## src/rtl/fps_pkg.sv

```systemverilog
// Constants shared by the fault protection sequencer.
package fps_pkg;
   // -----------------------------------------------------------------
   // Clock and timing
   // -----------------------------------------------------------------
   localparam int CLK_HZ = 25000000;
   localparam int OVERLOAD_DELAY_MS = 63;
   localparam longint OVERLOAD_DELAY_CYC = longint'(CLK_HZ) * OVERLOAD_DELAY_MS / 1000;
   localparam int OVL_CNT_W = 32;
   localparam logic [1:0] LOCKOUT_OFF_RELEASE_COUNT = 2'h2;
   localparam int SYNC_STAGES = 2;
endpackage

```

## src/rtl/fps_sync.sv

```systemverilog
// Two flip-flop synchroniser for a group of level flags.
`timescale 1ns/1ps
module fps_sync #(
   parameter int WIDTH = 4
) (
   input wire logic clk_in,
   input wire logic resetn_in,
   input wire logic [WIDTH-1:0] async_in,
   output logic [WIDTH-1:0] sync_out
);
   logic [WIDTH-1:0] meta;

   // An empty flag group has nothing to carry.
   if (WIDTH < 1) begin : g_width
      $error("WIDTH must be at least one");
   end

   // The first stage feeds only the second stage.
   always_ff @(posedge clk_in or negedge resetn_in) begin
      if (!resetn_in) begin
         meta <= '0;
         sync_out <= '0;
      end else begin
         meta <= async_in;
         sync_out <= meta;
      end
   end
endmodule

```

## src/rtl/fps_top.sv

```systemverilog
// Protection sequencer that gates the power switch drive.
`timescale 1ns/1ps
module fps_top
   import fps_pkg::*;
#(
   parameter longint OVERLOAD_DELAY = fps_pkg::OVERLOAD_DELAY_CYC
) (
   input wire logic clk_in,
   input wire logic resetn_in,
   input wire logic feedback_voltage_high_in,
   input wire logic supply_overvoltage_in,
   input wire logic temp_sense_low_in,
   input wire logic supply_undervoltage_lockout_in,
   input wire logic power_down_reset_in,
   input wire logic pwm_in,
   output logic gate_drive_out,
   output logic drive_enable_out,
   output logic overload_protection_out,
   output logic overvoltage_latched_out,
   output logic over_temp_latched_out
);
   import fps_pkg::*;

   // ----------------------------------------------------------------
   // Parameter checks
   // ----------------------------------------------------------------
   // The timer stops at the delay, so the delay must fit in its width.
   if (OVERLOAD_DELAY < 1 || OVERLOAD_DELAY >= (longint'(1) << OVL_CNT_W)) begin : g_delay
      $error("OVERLOAD_DELAY out of range");
   end

   // The synchroniser is built with exactly two stages.
   if (SYNC_STAGES != 2) begin : g_stages
      $error("SYNC_STAGES must be two");
   end

   // ----------------------------------------------------------------
   // Helper functions
   // ----------------------------------------------------------------
   // End point of the overload timer, shared by the count and the trip.
   function automatic logic timer_done(input logic [OVL_CNT_W-1:0] t);
      return t >= OVL_CNT_W'(OVERLOAD_DELAY);
   endfunction

   // True when one more counted turn-off releases the overload latch.
   function automatic logic release_due(input logic [1:0] count);
      return 2'(count + 2'h1) >= LOCKOUT_OFF_RELEASE_COUNT;
   endfunction

   // ----------------------------------------------------------------
   // Input synchronisation
   // ----------------------------------------------------------------
   logic [4:0] flags;
   logic fb_high, overvolt_flag, temp_low, supply_good, pdr_flag, lockout_flag;

   // Supply-good rather than lockout is synchronised, so that the cleared
   // synchroniser reads as lockout after reset and never enables the drive.
   fps_sync #(.WIDTH(5)) u_sync (
      .clk_in(clk_in),
      .resetn_in(resetn_in),
      .async_in({feedback_voltage_high_in, supply_overvoltage_in, temp_sense_low_in,
                 !supply_undervoltage_lockout_in, power_down_reset_in}),
      .sync_out(flags)
   );
   assign {fb_high, overvolt_flag, temp_low, supply_good, pdr_flag} = flags;
   assign lockout_flag = !supply_good;

   // ----------------------------------------------------------------
   // State
   // ----------------------------------------------------------------
   typedef struct packed {
      logic [OVL_CNT_W-1:0] ovl_timer;
      logic [1:0] lockout_off_count;
      logic ovl_latch;
      logic overvolt_latch;
      logic otp_latch;
      logic lockout_prev;
      logic gate;
   } fps_state_s;

   fps_state_s st, next_st;
   logic lockout_off_evt, lockout_on_evt, run;

   // Lockout asserted means supply below the turn-off level.
   assign lockout_off_evt = lockout_flag && !st.lockout_prev;
   assign lockout_on_evt = !lockout_flag && st.lockout_prev;

   // ----------------------------------------------------------------
   // Next state
   // ----------------------------------------------------------------
   always_comb begin
      next_st = st;
      next_st.lockout_prev = lockout_flag;
      // Timer restarts whenever the flag drops, so short bumps never trip.
      if (!fb_high || st.ovl_latch) begin
         next_st.ovl_timer = '0;
      end else if (!timer_done(st.ovl_timer)) begin
         next_st.ovl_timer = st.ovl_timer + 1'b1;
      end
      if (!st.ovl_latch && fb_high && timer_done(st.ovl_timer)) begin
         next_st.ovl_latch = 1'b1;
         next_st.lockout_off_count = '0;
      end else if (st.ovl_latch && lockout_off_evt) begin
         if (release_due(st.lockout_off_count)) begin
            next_st.ovl_latch = 1'b0;
            next_st.lockout_off_count = '0;
         end else begin
            next_st.lockout_off_count = st.lockout_off_count + 2'h1;
         end
      end
      // Set wins over the clear so a new trip is never lost.
      if (overvolt_flag) begin
         next_st.overvolt_latch = 1'b1;
      end else if (lockout_on_evt) begin
         next_st.overvolt_latch = 1'b0;
      end
      // A power-down only clears the latch once the sensor has recovered.
      if (temp_low) begin
         next_st.otp_latch = 1'b1;
      end else if (pdr_flag) begin
         next_st.otp_latch = 1'b0;
      end
      next_st.gate = run && pwm_in;
   end

   // Temperature latch is checked first and alone blocks any restart.
   assign run = !st.otp_latch && !lockout_flag && !st.ovl_latch && !st.overvolt_latch
                && !overvolt_flag;

   // ----------------------------------------------------------------
   // Registers
   // ----------------------------------------------------------------
   always_ff @(posedge clk_in or negedge resetn_in) begin
      if (!resetn_in) begin
         st <= '{ovl_timer: '0, lockout_off_count: '0, ovl_latch: 1'b0,
                 overvolt_latch: 1'b0, otp_latch: 1'b0, lockout_prev: 1'b1, gate: 1'b0};
      end else begin
         st <= next_st;
      end
   end

   // ----------------------------------------------------------------
   // Outputs
   // ----------------------------------------------------------------
   // The gate leaves a flip-flop that resets low, so it never floats.
   assign gate_drive_out = st.gate;
   assign drive_enable_out = run;
   assign overload_protection_out = st.ovl_latch;
   assign overvoltage_latched_out = st.overvolt_latch;
   assign over_temp_latched_out = st.otp_latch;
endmodule

```

## config.mk

```make
export PLATFORM = sky130hd
export DESIGN_NAME = fps_top
export DESIGN_NICKNAME = d
export VERILOG_FILES = /design/src/rtl/fps_pkg.sv /design/src/rtl/fps_sync.sv /design/src/rtl/fps_top.sv
export SDC_FILE = /design/constraint.sdc
export NUM_CORES = 1
export LEC_CHECK = 0
export ABC_CLOCK_PERIOD_IN_PS = 1910
export BUFFER_PORTS_ARGS = -buffer_cell sky130_fd_sc_hd__buf_2
export CAP_MARGIN = 10
export CORE_MARGIN = 5
export CORE_UTILIZATION = 45
export DETAILED_ROUTE_END_ITERATION = 8
export SYNTH_ARGS = -nofsm -noshare
export SYNTH_HDL_FRONTEND = slang
export SYNTH_HIERARCHICAL = 1
export SYNTH_SLANG_ARGS = --single-unit
```

## constraint.sdc

```tcl
create_clock -name clk_in -period 1.91 [get_ports clk_in]
set_input_delay 0.0955 -clock clk_in [delete_from_list [all_inputs] [get_ports clk_in]]
set_output_delay 0.0955 -clock clk_in [all_outputs]
set_load 0.005 [all_outputs]
```

Word level (Yosys, flattened, before mapping):

Index checks and enable logic that the tools add are counted.

* divide/modulo/power cells: 0
* equal/unequal tests: 1
* shifts and indexed selects: 0
* multiply operators: 0
* add/subtract/negate cells: 2
* bitwise gates (word level): 0
* reduce and logical (&&, ||, !) cells: 24
* multiplexer cells: 10
* magnitude comparators: 2

Operators with widths (count)
* 32-bit two-way mux: 2
* 32-bit by 1-bit adder with 32-bit output (second input constant): 1
* 32-bit by 21-bit greater-or-equal comparator with 1-bit output (second input constant): 1
* 1-bit logical AND: 10
* 1-bit logical NOT: 8
* 2-bit nonzero test: 4
* 3-bit two-way mux: 2
* 1-bit two-way mux: 5
* 2-bit by 1-bit adder with 2-bit output (second input constant): 1
* 2-bit greater-or-equal comparator (second input constant): 1
* 2-bit two-way mux: 1
* 2-bit != test (second input constant): 1
* 2-bit AND reduction: 1
* 1-bit logical OR: 1

* latch bits: 0
* ROM bits: 0
* output and inout port bits: 5
* flip-flop bits (word level): 49
* bits of input ports: 8
* memories: 0
* word-level logic and storage cells: 48
* bits in writable memories: 0

Depth between registers and ports, before layout:

Gate-level depths: netlist (run 1).

* depth in word-level cells: 6
* mapped depth: 6
* depth with buffers taken out: 6

By module:

Netlist (run 1), hierarchy kept.

By module, submodules not included
* fps_top: cells an instance 191, area an instance 1835.5 sq um, times used 1
* fps_sync: cells an instance 10, area an instance 250.2 sq um, times used 1

Least setup slack after synthesis (run 1):

Ideal clock, no wire load.

* path kind: reg-to-reg
* start point: register st[22] (netlist name)
* end point: register st[24] (netlist name)
* setup slack: -0.029 ns
* period minus slack after synthesis: 1.939 ns
* arrival time: 1.861 ns
* setup time: 0.078 ns
* stages on the path, launching flop included: 7
* cells stage by stage: dfrtp_1 nor4_1 a21oi_1 a211o_1 buf_2 or4_1 a21oi_1

* longest elaborated chain between the ends: 3
* elaborated cells between the ends (all ways): 5

Ends and longest elaborated chain
* start, declared: line fps_top.sv:81 `fps_state_s st, next_st;`
* start signal, assigned: line fps_top.sv:135 `st <= '{ovl_timer: '0, lockout_off_count: '0, ovl_latch: 1'b0,`
* start signal, assigned: line fps_top.sv:138 `st <= next_st;`
* 32-bit by 1-bit adder with 32-bit output: line fps_top.sv:98 `next_st.ovl_timer = st.ovl_timer + 1'b1;`
* 32-bit two-way mux: line fps_top.sv:97 `end else if (!timer_done(st.ovl_timer)) begin`
* 32-bit two-way mux: line fps_top.sv:95 `if (!fb_high || st.ovl_latch) begin`

Parallel ways exist; a longest one is shown, timed or not. The select of a mux whose other input is x is not followed.
A chain may end at the register's enable or synchronous reset.

Final worst setup path (run 1):

* start point: register st[22] (netlist name)
* end point: register st[12] (netlist name)

* longest elaborated chain between the ends: 2

Ends and longest elaborated chain
* 32-bit by 21-bit greater-or-equal comparator with 1-bit output: line fps_top.sv:42 `return t >= OVL_CNT_W'(OVERLOAD_DELAY);`
* 2-bit != test (no line)

No other way between the ends.

==> results of run 1 <==
## worst max-delay path: cells and delay by family, from the launching register on
family	cells	cell delay (ps)
buf+inv	1	160
simple gates	2	810
compound gates	3	590
flops	1	430
## cell families (layout without fill, tap and decap cells)
kind of cell,Yosys count,in the layout,share of synthesized area
and+or+nand+nor,85,85,0.228
xor gates and xnor gates,1,1,0.00420
buffers and inverters,17,65,0.0318
adders and majority gates,3,3,0.0180
AOI/OAI and AO/OA,45,45,0.125
muxes,1,1,0.00480
DFF,49,49,0.588
## cell usage after synthesis
| library cell | instances | area, um2 |
|---|---|---|
| o21ai_1 | 1 | 5.00 |
| ha_1 | 3 | 37.5 |
| dfstp_2 | 1 | 26.3 |
| nand3_1 | 8 | 40.0 |
| nor4_1 | 6 | 37.5 |
| a31o_2 | 1 | 8.76 |
| nor2_1 | 9 | 33.8 |
| nand2b_1 | 2 | 12.5 |
| inv_1 | 10 | 37.5 |
| nand4_4 | 1 | 21.3 |
| a211oi_1 | 1 | 7.51 |
| nor4b_1 | 1 | 8.76 |
| mux2i_1 | 1 | 10.0 |
| nor2b_1 | 1 | 6.26 |
| o31ai_1 | 6 | 45.0 |
| xnor2_1 | 1 | 8.76 |
| nand2_1 | 20 | 75.1 |
| and2_1 | 12 | 75.1 |
| a21oi_1 | 21 | 105 |
| and4_4 | 1 | 11.3 |
| dfrtp_1 | 48 | 1200 |
| nor3_1 | 3 | 15.0 |
| a21o_1 | 4 | 30.0 |
| or4_1 | 6 | 45.0 |
| nand4_1 | 4 | 25.0 |
| or3_1 | 11 | 68.8 |
| o21ai_0 | 10 | 50.1 |
| buf_2 | 2 | 10.0 |
| a211o_1 | 1 | 8.76 |
| clkbuf_1 | 4 | 15.0 |
| buf_1 | 1 | 3.75 |
## per-stage QoR
step / instance area, um2 / setup TNS, ps / hold slack (ps) / utilization / total power, W
6_report: 2640 / -1650 / 324 / 0.599 / 0.00179
4_1_cts: 2630 / -1940 / 342 / 0.596 / 0.00181
3_3_place_gp: 2370 / -1140 / 140 / 0.538 / 0.00117
2_1_floorplan: 2090 / 0 / -200 / - / 0.00112
3_5_place_dp: 2370 / -2420 / 148 / 0.538 / 0.00117
5_1_grt: 2640 / -3360 / 375 / 0.599 / 0.00188
## power groups by stage
| stage | logic (W) | registers, W | clock network [W] |
|---|---|---|---|
| after detailed placement | 0.0000853 | 0.00109 | 0 |
| after CTS | 0.0000969 | 0.00107 | 0.000651 |
| after global routing | 0.000110 | 0.00107 | 0.000700 |
| after global placement | 0.0000809 | 0.00109 | 0 |
| final | 0.0000955 | 0.00107 | 0.000627 |
| after floorplan | 0.0000276 | 0.00109 | 0 |
## cells in the final DEF (no fill, tap or decap), drive strengths merged, types with 2 or more instances in the layout
cell	instances
o31ai	6
nor2	9
a21oi	21
nand2b	2
inv	11
nand4	5
clkbuf	5
clkinvlp	2
or4	6
o21ai	11
or3	11
nand2	20
dlygate4sd3	7
ha	3
nand3	8
nor4	6
a21o	4
buf	39
and2	12
dfrtp	48
nor3	3
## state kept, by name, summed over array words and instances (netlist names)
signal                   count
st                          35
u_sync/meta                  5
u_sync/sync_out              5
gate_drive_out               1
over_temp_latched_out        1
overload_protection_out      1
overvoltage_latched_out      1
## what timing repair did
item	4_1_cts	5_1_grt
endpoints found under the setup margin	16	23
setup buffers	5	1
hold buffers	7	0
gates resized for setup	5	6
pin swaps	11	3
gates cloned	1	0
endpoints found under the hold margin	32	0
## worst max path at each step
stage / slack, ps / depth (start not counted) / from / to
final: -160 / 6 / st[22] / st[12]
after global routing: -270 / 6 / st[35] / st[18]
after CTS: -170 / 6 / st[35] / st[16]
after detailed placement: -270 / 6 / st[31] / st[22]
after global placement: -170 / 6 / st[31] / st[12]
after floorplan: 7 / 6 / st[15] / st[24]
## layer usage
layer  track usage  vias to the layer above  part of all wire
met5             0                        -                 0
met4        0.0591                        0             0.012
met3        0.0378                        6             0.028
met2         0.276                       25              0.51
met1         0.185                      851              0.45
li1              -                      801                 -
## cell type report
cell class / instances / area share
Clock inverter: 3 / 0.00994
Clock buffer: 5 / 0.0260
Multi-Input combinational cell: 135 / 0.318
Tap cell: 52 / 0.0246
Timing Repair Buffer: 47 / 0.143
Sequential cell: 49 / 0.464
Inverter: 10 / 0.0142
==> key figures, run 1 <==
Finish
  • Finished Layout Cells: 301
  • ANT cells: 0
  • Layout cells sized above 1: 0.253
  • Sequential Area: 1230 um2
  • Multi-input combinational cell area: 840 um2
  • Fin nets: 259
  • Final-layout fill cell count: 370
  • Post-synthesis to final-layout area growth: 26.7%

Floorplanning
  • Core region area: 4410 um2
  • Die span in x: 78.1 um
  • Die Y-Extent: 78.1 um
  • Row cnt: 24
  • Die area: roughly 6100 um2
  • IO Count: 13
  • Starting Density: 0.473

Global routing
  • Largest net degree at the start of global routing: 29
  • First-pass GRT wire length: 7800 um
  • Overflow after GRT: 0
  • Vias in the first global route: 1771
  • Global Route Usage Sum: 0.157
  • Initial antenna violation count: 0

Critical path
  • CP Cell Sequence: nor4_1 > a21oi_1 > a211o_1 > buf_12 > or4_1 > a21oi_2
  • Slowest stage delay, CP: 520 ps
  • CP max stage cell: or4_1
  • FF-to-FF End: st[12]
  • Critical path type: register to register
  • Worst R2R Setup Slack: -160 ps
  • Required @ worst endpoint: 2150 ps
  • Critical path fanouts, max: 13
  • CP Launch Type: register
  • Worst EP arrival: between 2000 and 2500 ps
  • Worst r2r src: st[22]
  • R2R cell count: 6
  • CP endpoint kind: register

Power and ir drop
  • Pwr Density: roughly 680 nW/um2
  • Gate power share: 0.053
  • Switching Share: 0.239
  • Leakage: around 1.2 nW
  • Fraction of power consumed by sequential logic: 0.596
  • Clock power frac: 0.350
  • VDD IR-drop max: 0.553 mV
  • Sw Pwr: 0.000427 W
  • Pint: 0.00136 W

Clocking
  • H-tree levels: 2
  • TritonCTS Buffers: 5
  • Worst skew pair latency: 310 ps
  • Clk Tree Root Cell: clkbuf_8
  • Worst-path clk slew: roughly 100 ps
  • Clock Sinks: 49
  • Clock Tree Buf Depth: 2
  • TritonCTS clock tree: yes

Synth
  • Cell area after synthesis: 2090 um2
  • Yosys warns: 6
  • Register area share after synthesis: 0.588
  • Synth Register Bits: 49
  • Unique cell type count in the Yosys netlist: 31
  • Syn_area_per_cell: 10.4 um2
  • Post-synth net total: 212
  • Synth Instances: 201

Timing
  • Clk_skew: 7.45 ps
  • Max Clk Rate: 0.484 GHz
  • Unrepaired setup endpoints after global routing: yes
  • Final setup violating endpoints: 13
  • Worst-Margin Slew: 619 ps
  • Min cycle time layout: 2070 ps
  • Slew HR: 0.588
  • Final Cycle Share: 1.08
  • Hold Vio Cnt, Final: 0
  • Max Transition Viols Final: 0
  • Setup ws final: -158 ps

Routing
  • Vias: 1683
  • DRC: 0
  • WL final: 4480 um
  • Final ANT Viol Nets: 0
  • Initial DRC count: 127
  • Post-DR wirelength/cell: 14.9 um
  • Vias/cell: 5.59
  • Initial DRT Pass Iterations: 4

Run status
  • Failing checks: negative setup slack
  • Status: finished with violations

Worst hold path
  • Hold Crit Class: primary input to asynchronous set/reset pin

Place
  • Gpl congestion: between 0.7 and 0.8
  • DP HPWL: around 3000 um
  • Pre-CTS setup slack: -267 ps
  • Inst Count DP: approximately 280
  • Port Buffers: 12

Job
  • Max_cap viols: 0
Power figures use the tool's default switching activity.
==> run 2: changes to the inputs <==
==> constraint.sdc (replaced) <==
create_clock -name clk_in -period 1.91 [get_ports clk_in]
set_input_delay 0.2865 -clock clk_in [delete_from_list [all_inputs] [get_ports clk_in]]
set_output_delay 0.2865 -clock clk_in [all_outputs]
set_load 0.005 [all_outputs]
==> run 2 against run 1 <==
Net effect: the flow still finishes with violations (negative setup slack); highest routed layer unchanged; count of clock-buffer cells in the layout is the same; non-clock buffer count shrank 3; clock power grew 3.5%; final cell count shrank 1.0%; register-to-register slack is essentially flat; sequential cell count is the same; setup slack lost 7.1 ps; routed wire length grew 3.7%; worst hold slack lost 260 ps; critical path depth is the same; die area is the same; largest power group unchanged; global-route usage shrank 0.97 points.
==> key figures, run 2 (synthesis gave the netlist of run 1 again) <==
Critical path
  • Critical path fanouts, max: 8 (-5)
  • Required @ worst endpoint: 2150 ps (about the same)
  • Worst EP arrival: 2310 ps (about the same)
  • Critical path type: register to register
  • Slowest stage delay, CP: 400 ps (-120 ps)
  • Buf/Inv on CP: 1 (unchanged)
  • Stages on the worst setup path: 6 (unchanged)
  • CP max stage cell: dfrtp_1
  • Top delay family on crit path: simple AND/OR/NAND/NOR gates
  • R2R cell count: 6 (unchanged)
  • CP Cell Sequence: nor4_2 > nand3_1 > a211o_4 > bufbuf_16 > or3_1 > a21oi_2
  • CP endpoint kind: register
  • CP Launch Type: register

Timing
  • Worst hold slack: 62.6 ps (-261 ps)
  • Slew HR: 0.601 (+0.0135)
  • Hold Vio Cnt, Final: 0 (unchanged)
  • Max Transition Viols Final: 0 (unchanged)
  • Final setup violating endpoints: 16 (+3)
  • Max Clk Rate: 0.482 GHz (-0.34%)
  • Min cycle time layout: 2080 ps (+7.08 ps)
  • Unrepaired setup endpoints after global routing: yes
  • Final setup TNS: -1930 ps (-279 ps)
  • Worst-Margin Slew: 598 ps (-20.3 ps)
  • Setup ws final: -165 ps (-7.08 ps)
  • Final Cycle Share: 1.09 (+0.00370)
  • Clk_skew: 4.32 ps (-3.13 ps)

Finish
  • Multi-input combinational cell area: 943 um2 (+12%)
  • Largest register FFs: 35 (unchanged)
  • Commonest non-fill, non-tap cell in the layout: dfrtp_1
  • Post-synthesis to final-layout area growth: 31.2%
  • Most frequent cells in the layout: dfrtp_1 (48), buf_4 (27), nand2_1 (20)
  • Design area: 2740 um2 (+3.6%)
  • Register bank with the most flops: st
  • Fin nets: 256 (-1.2%)
  • Finished Layout Cells: 298 (-1.0%)
  • Final-layout fill cell count: 360 (-2.7%)
  • Layout cells sized above 1: 0.346 (+0.0925)
  • Largest regs: st: 35 flops, u_sync/meta: 5 flops, u_sync/sync_out: 5 flops
  • Sequential Area: 1230 um2 (unchanged)
  • ANT cells: 0 (unchanged)

Routing
  • Vias/cell: 5.60 (+0.11%)
  • Initial DRT Pass Iterations: 4 (unchanged)
  • Post-DR wirelength/cell: 15.6 um (+4.7%)
  • DRC: 0 (unchanged)
  • Vias: 1668 (-0.89%)
  • Initial DRC count: 78 (-39%)
  • WL final: 4650 um (+3.7%)
  • Final ANT Viol Nets: 0 (unchanged)

Power and ir drop
  • Pint: 0.00136 W (about the same)
  • Gate power share: 0.047 (-0.006)
  • Sw Pwr: 0.000438 W (+2.6%)
  • Fraction of power consumed by sequential logic: 0.592 (-0.004)
  • Clock power frac: 0.360 (+0.010)
  • Pwr Density: 658 nW/um2 (-2.8%)
  • VDD IR-drop max: 0.514 mV (-7.0%)
  • Switching Share: 0.243 (+0.00452)
  • Leakage: 1.23 nW (+3.6%)

Place
  • Post-DP Area: 2370 um2 (unchanged)
  • DP HPWL: 2820 um (-5.7%)
  • Inst Count DP: 282 (unchanged)
  • Port Buffers: 12 (unchanged)
  • Gpl congestion: 0.820 (+3.1%)
  • Pre-CTS setup slack: -212 ps (+55.0 ps)

Floorplanning
  • IO Count: 13 (unchanged)
  • Die area: 6100 um2 (unchanged)
  • Die span in x: 78.1 um (unchanged)
  • Starting Density: 0.473 (unchanged)
  • Core region area: 4410 um2 (unchanged)
  • Die Y-Extent: 78.1 um (unchanged)
  • Row cnt: 24 (unchanged)

Run status
  • Failing checks: negative setup slack
  • Status: finished with violations

Clocking
  • TritonCTS clock tree: yes
  • TritonCTS Buffers: 5 (unchanged)
  • Clock Sinks: 49 (unchanged)
  • Clock Tree Buf Depth: 2 (unchanged)
  • Worst-path clk slew: 100 ps (about the same)
  • Clk Tree Root Cell: clkbuf_8
  • H-tree levels: 2 (unchanged)
  • Post-CTS Hold Fix Bufs: 0 (-7)
  • Worst skew pair latency: 300 ps (about the same)

Global routing
  • Largest net degree at the start of global routing: 50 (+72%)
  • Vias in the first global route: 1654 (-6.6%)
  • Initial antenna violation count: 0 (unchanged)
  • Overflow after GRT: 0 (unchanged)
  • First-pass GRT wire length: 7310 um (-6.2%)
  • Global Route Usage Sum: 0.148 (-0.00966)

Job
  • Max_cap viols: 0 (unchanged)

Worst hold path
  • Hold Crit Class: primary input to asynchronous set/reset pin
==> run 2: power groups by stage <==
stage | clock network [W] | logic (W) | registers [W]
after detailed placement | 0 | 0.0000849 | 0.00109
after global routing | 0.000721 | 0.0000990 | 0.00107
after global placement | 0 | 0.0000808 | 0.00109
after CTS | 0.000675 | 0.0000852 | 0.00107
after floorplan | 0 | 0.0000276 | 0.00109
final | 0.000649 | 0.0000855 | 0.00107
==> run 2: stage by stage <==
| stage | util | total power (W) |
|---|---|---|
| final | 0.620 | 0.00180 |
| after global routing | 0.620 | 0.00189 |
| after CTS | 0.582 | 0.00183 |
| after detailed placement | 0.538 | 0.00117 |
| after global placement | 0.538 | 0.00117 |
| after floorplan | - | 0.00112 |
==> run 2: worst paths after layout <==
| check | startpoint | endpoint | slack (ps) |
|---|---|---|---|
| min in group clk_in | temp_sense_low_in | u_sync/meta[2] | 80 |
| worst min-delay path | resetn_in | st[8] | 60 |
| worst min register to register | u_sync/meta[3] | u_sync/sync_out[3] | 360 |
| max in group asynchronous | resetn_in | st[34] | 1450 |
| worst max-delay path | st[31] | st[15] | -170 |
| worst max register to register | st[31] | st[15] | -170 |
==> run 2: timing repair <==
action | CTS | global route
cloned | 2 | 0
resized for setup | 6 | 29
pin swaps | 18 | 12
buffers inserted | 1 | 5
setup endpoints to repair | 16 | 23
==> run 2: area by class of cell <==
cell class / instances / share of cell area
flip-flops and latches: 49 / 0.449
multi-input cells: 135 / 0.345
repair buffers: 44 / 0.134
clock buffers: 5 / 0.0251
well taps: 52 / 0.0238
inverters: 10 / 0.0137
clock inverters: 3 / 0.0105
==> run 2: metal layers <==
metal  up-vias  routed length (um)  track usage
met5         -                   0            0
met4         0                  65       0.0743
met3         6                 115       0.0366
met2        27                2390        0.241
met1       836                2080        0.181
li1        799                   -            -
==> run 3: changes to the inputs <==
Settings changed: PLACE_DENSITY set to 0.69.
==> run 3 against run 2 <==
Net effect: the run still ends with negative setup slack left; total power rose by 0.11%; clock skew increased by 2.4 ps; global-route usage about the same; sequential power about the same; via count down 0.90%; critical path depth rose by 2; worst hold slack gained 12 ps; utilization is 1.1 points lower; final cell count up 2.7%; sequential share of layout area is 0.81 points higher; largest power group unchanged; highest routed layer unchanged.
==> key figures, run 3 (synthesis gave the netlist of run 1 again) <==
Run status
  • Status: finished with violations
  • Failing checks: negative setup slack

Finish
  • ANT cells: 0 (unchanged)
  • Post-synthesis to final-layout area growth: 28.9%
  • Layout cells sized above 1: 0.307 (-0.0384)
  • Largest register FFs: 35 (unchanged)
  • Fin nets: 264 (+3.1%)
  • Largest regs: st: 35 flops, u_sync/meta: 5 flops, u_sync/sync_out: 5 flops
  • Commonest non-fill, non-tap cell in the layout: dfrtp_1
  • Final-layout fill cell count: 362 (+0.56%)
  • Multi-input combinational cell area: 866 um2 (-8.2%)
  • Design area: 2690 um2 (-1.8%)
  • Most frequent cells in the layout: dfrtp_1 (48), buf_4 (33), nand2_1 (20)
  • Register bank with the most flops: st
  • Sequential Area: 1230 um2 (unchanged)

Critical path
  • Critical path type: register to register
  • CP endpoint kind: register
  • Stages on the worst setup path: 8 (+2)
  • FF-to-FF End: st[14]
  • Worst R2R Setup Slack: -110 ps (+60 ps)
  • Top delay family on crit path: simple AND/OR/NAND/NOR gates
  • R2R cell count: 8 (+2)
  • Buf/Inv on CP: 3 (+2)
  • Slowest stage delay, CP: 400 ps (about the same)
  • CP Launch Type: register
  • Critical path fanouts, max: 8 (unchanged)
  • CP Cell Sequence: nor4_2 > a21oi_2 > a211o_1 > buf_6 > buf_6 > buf_6 > or3_1 > a21oi_1
  • Required @ worst endpoint: 2150 ps (about the same)
  • CP max stage cell: dfrtp_1
  • Worst EP arrival: 2250 ps (-60 ps)
  • Worst r2r src: st[22]
  • Crit-path most repeated cell: buf_6

Place
  • Gpl congestion: 0.798 (-2.7%)
  • Port Buffers: 12 (unchanged)
  • Post-DP Area: 2400 um2 (+1.3%)
  • Pre-CTS setup slack: -140 ps (+72.1 ps)
  • DP HPWL: 2800 um (-0.84%)

Timing
  • Final setup TNS: -625 ps (+1300 ps)
  • Min cycle time layout: 2020 ps (-57.7 ps)
  • Setup ws final: -108 ps (+57.7 ps)
  • Slew HR: 0.650 (+0.0487)
  • Final Cycle Share: 1.06 (-0.0302)
  • Unrepaired setup endpoints after global routing: yes
  • Worst-Margin Slew: 525 ps (-73.1 ps)
  • Max Transition Viols Final: 0 (unchanged)
  • Final setup violating endpoints: 12 (-4)
  • Max Clk Rate: 0.496 GHz (+2.9%)
  • Hold Vio Cnt, Final: 0 (unchanged)
  • Clk_skew: 6.70 ps (+2.38 ps)

Clocking
  • Clock Sinks: 49 (unchanged)
  • Worst skew pair latency: 310 ps (about the same)
  • Worst-path clk slew: 100 ps (about the same)
  • Clk Tree Root Cell: clkbuf_8
  • Clock Tree Buf Depth: 2 (unchanged)
  • H-tree levels: 2 (unchanged)
  • TritonCTS Buffers: 5 (unchanged)
  • TritonCTS clock tree: yes

Worst hold path
  • Hold Crit Class: primary input to register
  • Hold depth: 1
  • Beginning of the worst hold path: temp_sense_low_in
  • Hold endpoint: u_sync/meta[2]

Floorplanning
  • Core region area: 4410 um2 (unchanged)
  • IO Count: 13 (unchanged)
  • Row cnt: 24 (unchanged)
  • Die Y-Extent: 78.1 um (unchanged)
  • Die span in x: 78.1 um (unchanged)
  • Starting Density: 0.473 (unchanged)
  • Die area: 6100 um2 (unchanged)

Global routing
  • Initial antenna violation count: 0 (unchanged)
  • Global Route Usage Sum: 0.148 (about the same)
  • Overflow after GRT: 0 (unchanged)
  • Largest net degree at the start of global routing: 29 (-42%)
  • First-pass GRT wire length: 7330 um (+0.18%)
  • Vias in the first global route: 1687 (+2.0%)

Routing
  • DRC: 0 (unchanged)
  • Vias/cell: 5.40 (-3.5%)
  • WL final: 4140 um (-11%)
  • Initial DRT Pass Iterations: 4 (unchanged)
  • Final ANT Viol Nets: 0 (unchanged)
  • Vias: 1653 (-0.90%)
  • Initial DRC count: 50 (-36%)
  • Post-DR wirelength/cell: 13.5 um (-13%)

Power and ir drop
  • Leakage: 1.24 nW (+0.21%)
  • Pwr Density: 671 nW/um2 (+1.9%)
  • VDD IR-drop max: 0.417 mV (-19%)
  • Tot Pwr: 0.00180 W (+0.11%)

Job
  • Max_cap viols: 0 (unchanged)
## run 3: what timing repair did
item,CTS,global route
hold buffers,1,0
pin swaps,32,3
setup endpoints to repair,12,16
gates resized for setup,11,10
endpoints found under the hold margin,21,0
buffers inserted,9,2
## run 3: routing by layer
| metal | global-route usage | routed length, um |
|---|---|---|
| met2 | 0.241 | 2060 |
| met4 | 0.0541 | 64 |
| met1 | 0.191 | 1890 |
| met3 | 0.0355 | 133 |
| met5 | 0 | 0 |
## run 3: through the flow
stage	std cells	util	hold WS [ps]
4_1_cts	304	0.594	65.4
6_report	306	0.609	74.6
2_1_floorplan	201	-	-9.09
5_1_grt	306	0.609	56.2
3_3_place_gp	286	0.545	295
3_5_place_dp	286	0.545	294
## run 3: cell type report
cell class / count / share of cell area
flip-flops and latches: 49 / 0.457
multi-input cells: 135 / 0.322
repair buffers: 52 / 0.147
clock buffers: 5 / 0.0256
well taps: 52 / 0.0242
inverters: 10 / 0.0140
clock inverters: 3 / 0.0107
## run 3: how the worst max path moves through the flow
stage | startpoint | endpoint | slack (ps)
6_report | st[22] | st[14] | -110
5_1_grt | st[22] | st[14] | -200
4_1_cts | st[14] | st[14] | -100
3_5_place_dp | st[15] | st[15] | -140
3_3_place_gp | st[32] | st[12] | -90
2_1_floorplan | st[15] | st[24] | 7
## run 3: power by group
part	switching [W]	internal (W)
registers	0.00000906	0.00106
clock network	0.000373	0.000274
logic	0.0000556	0.0000342
total	0.000438	0.00137
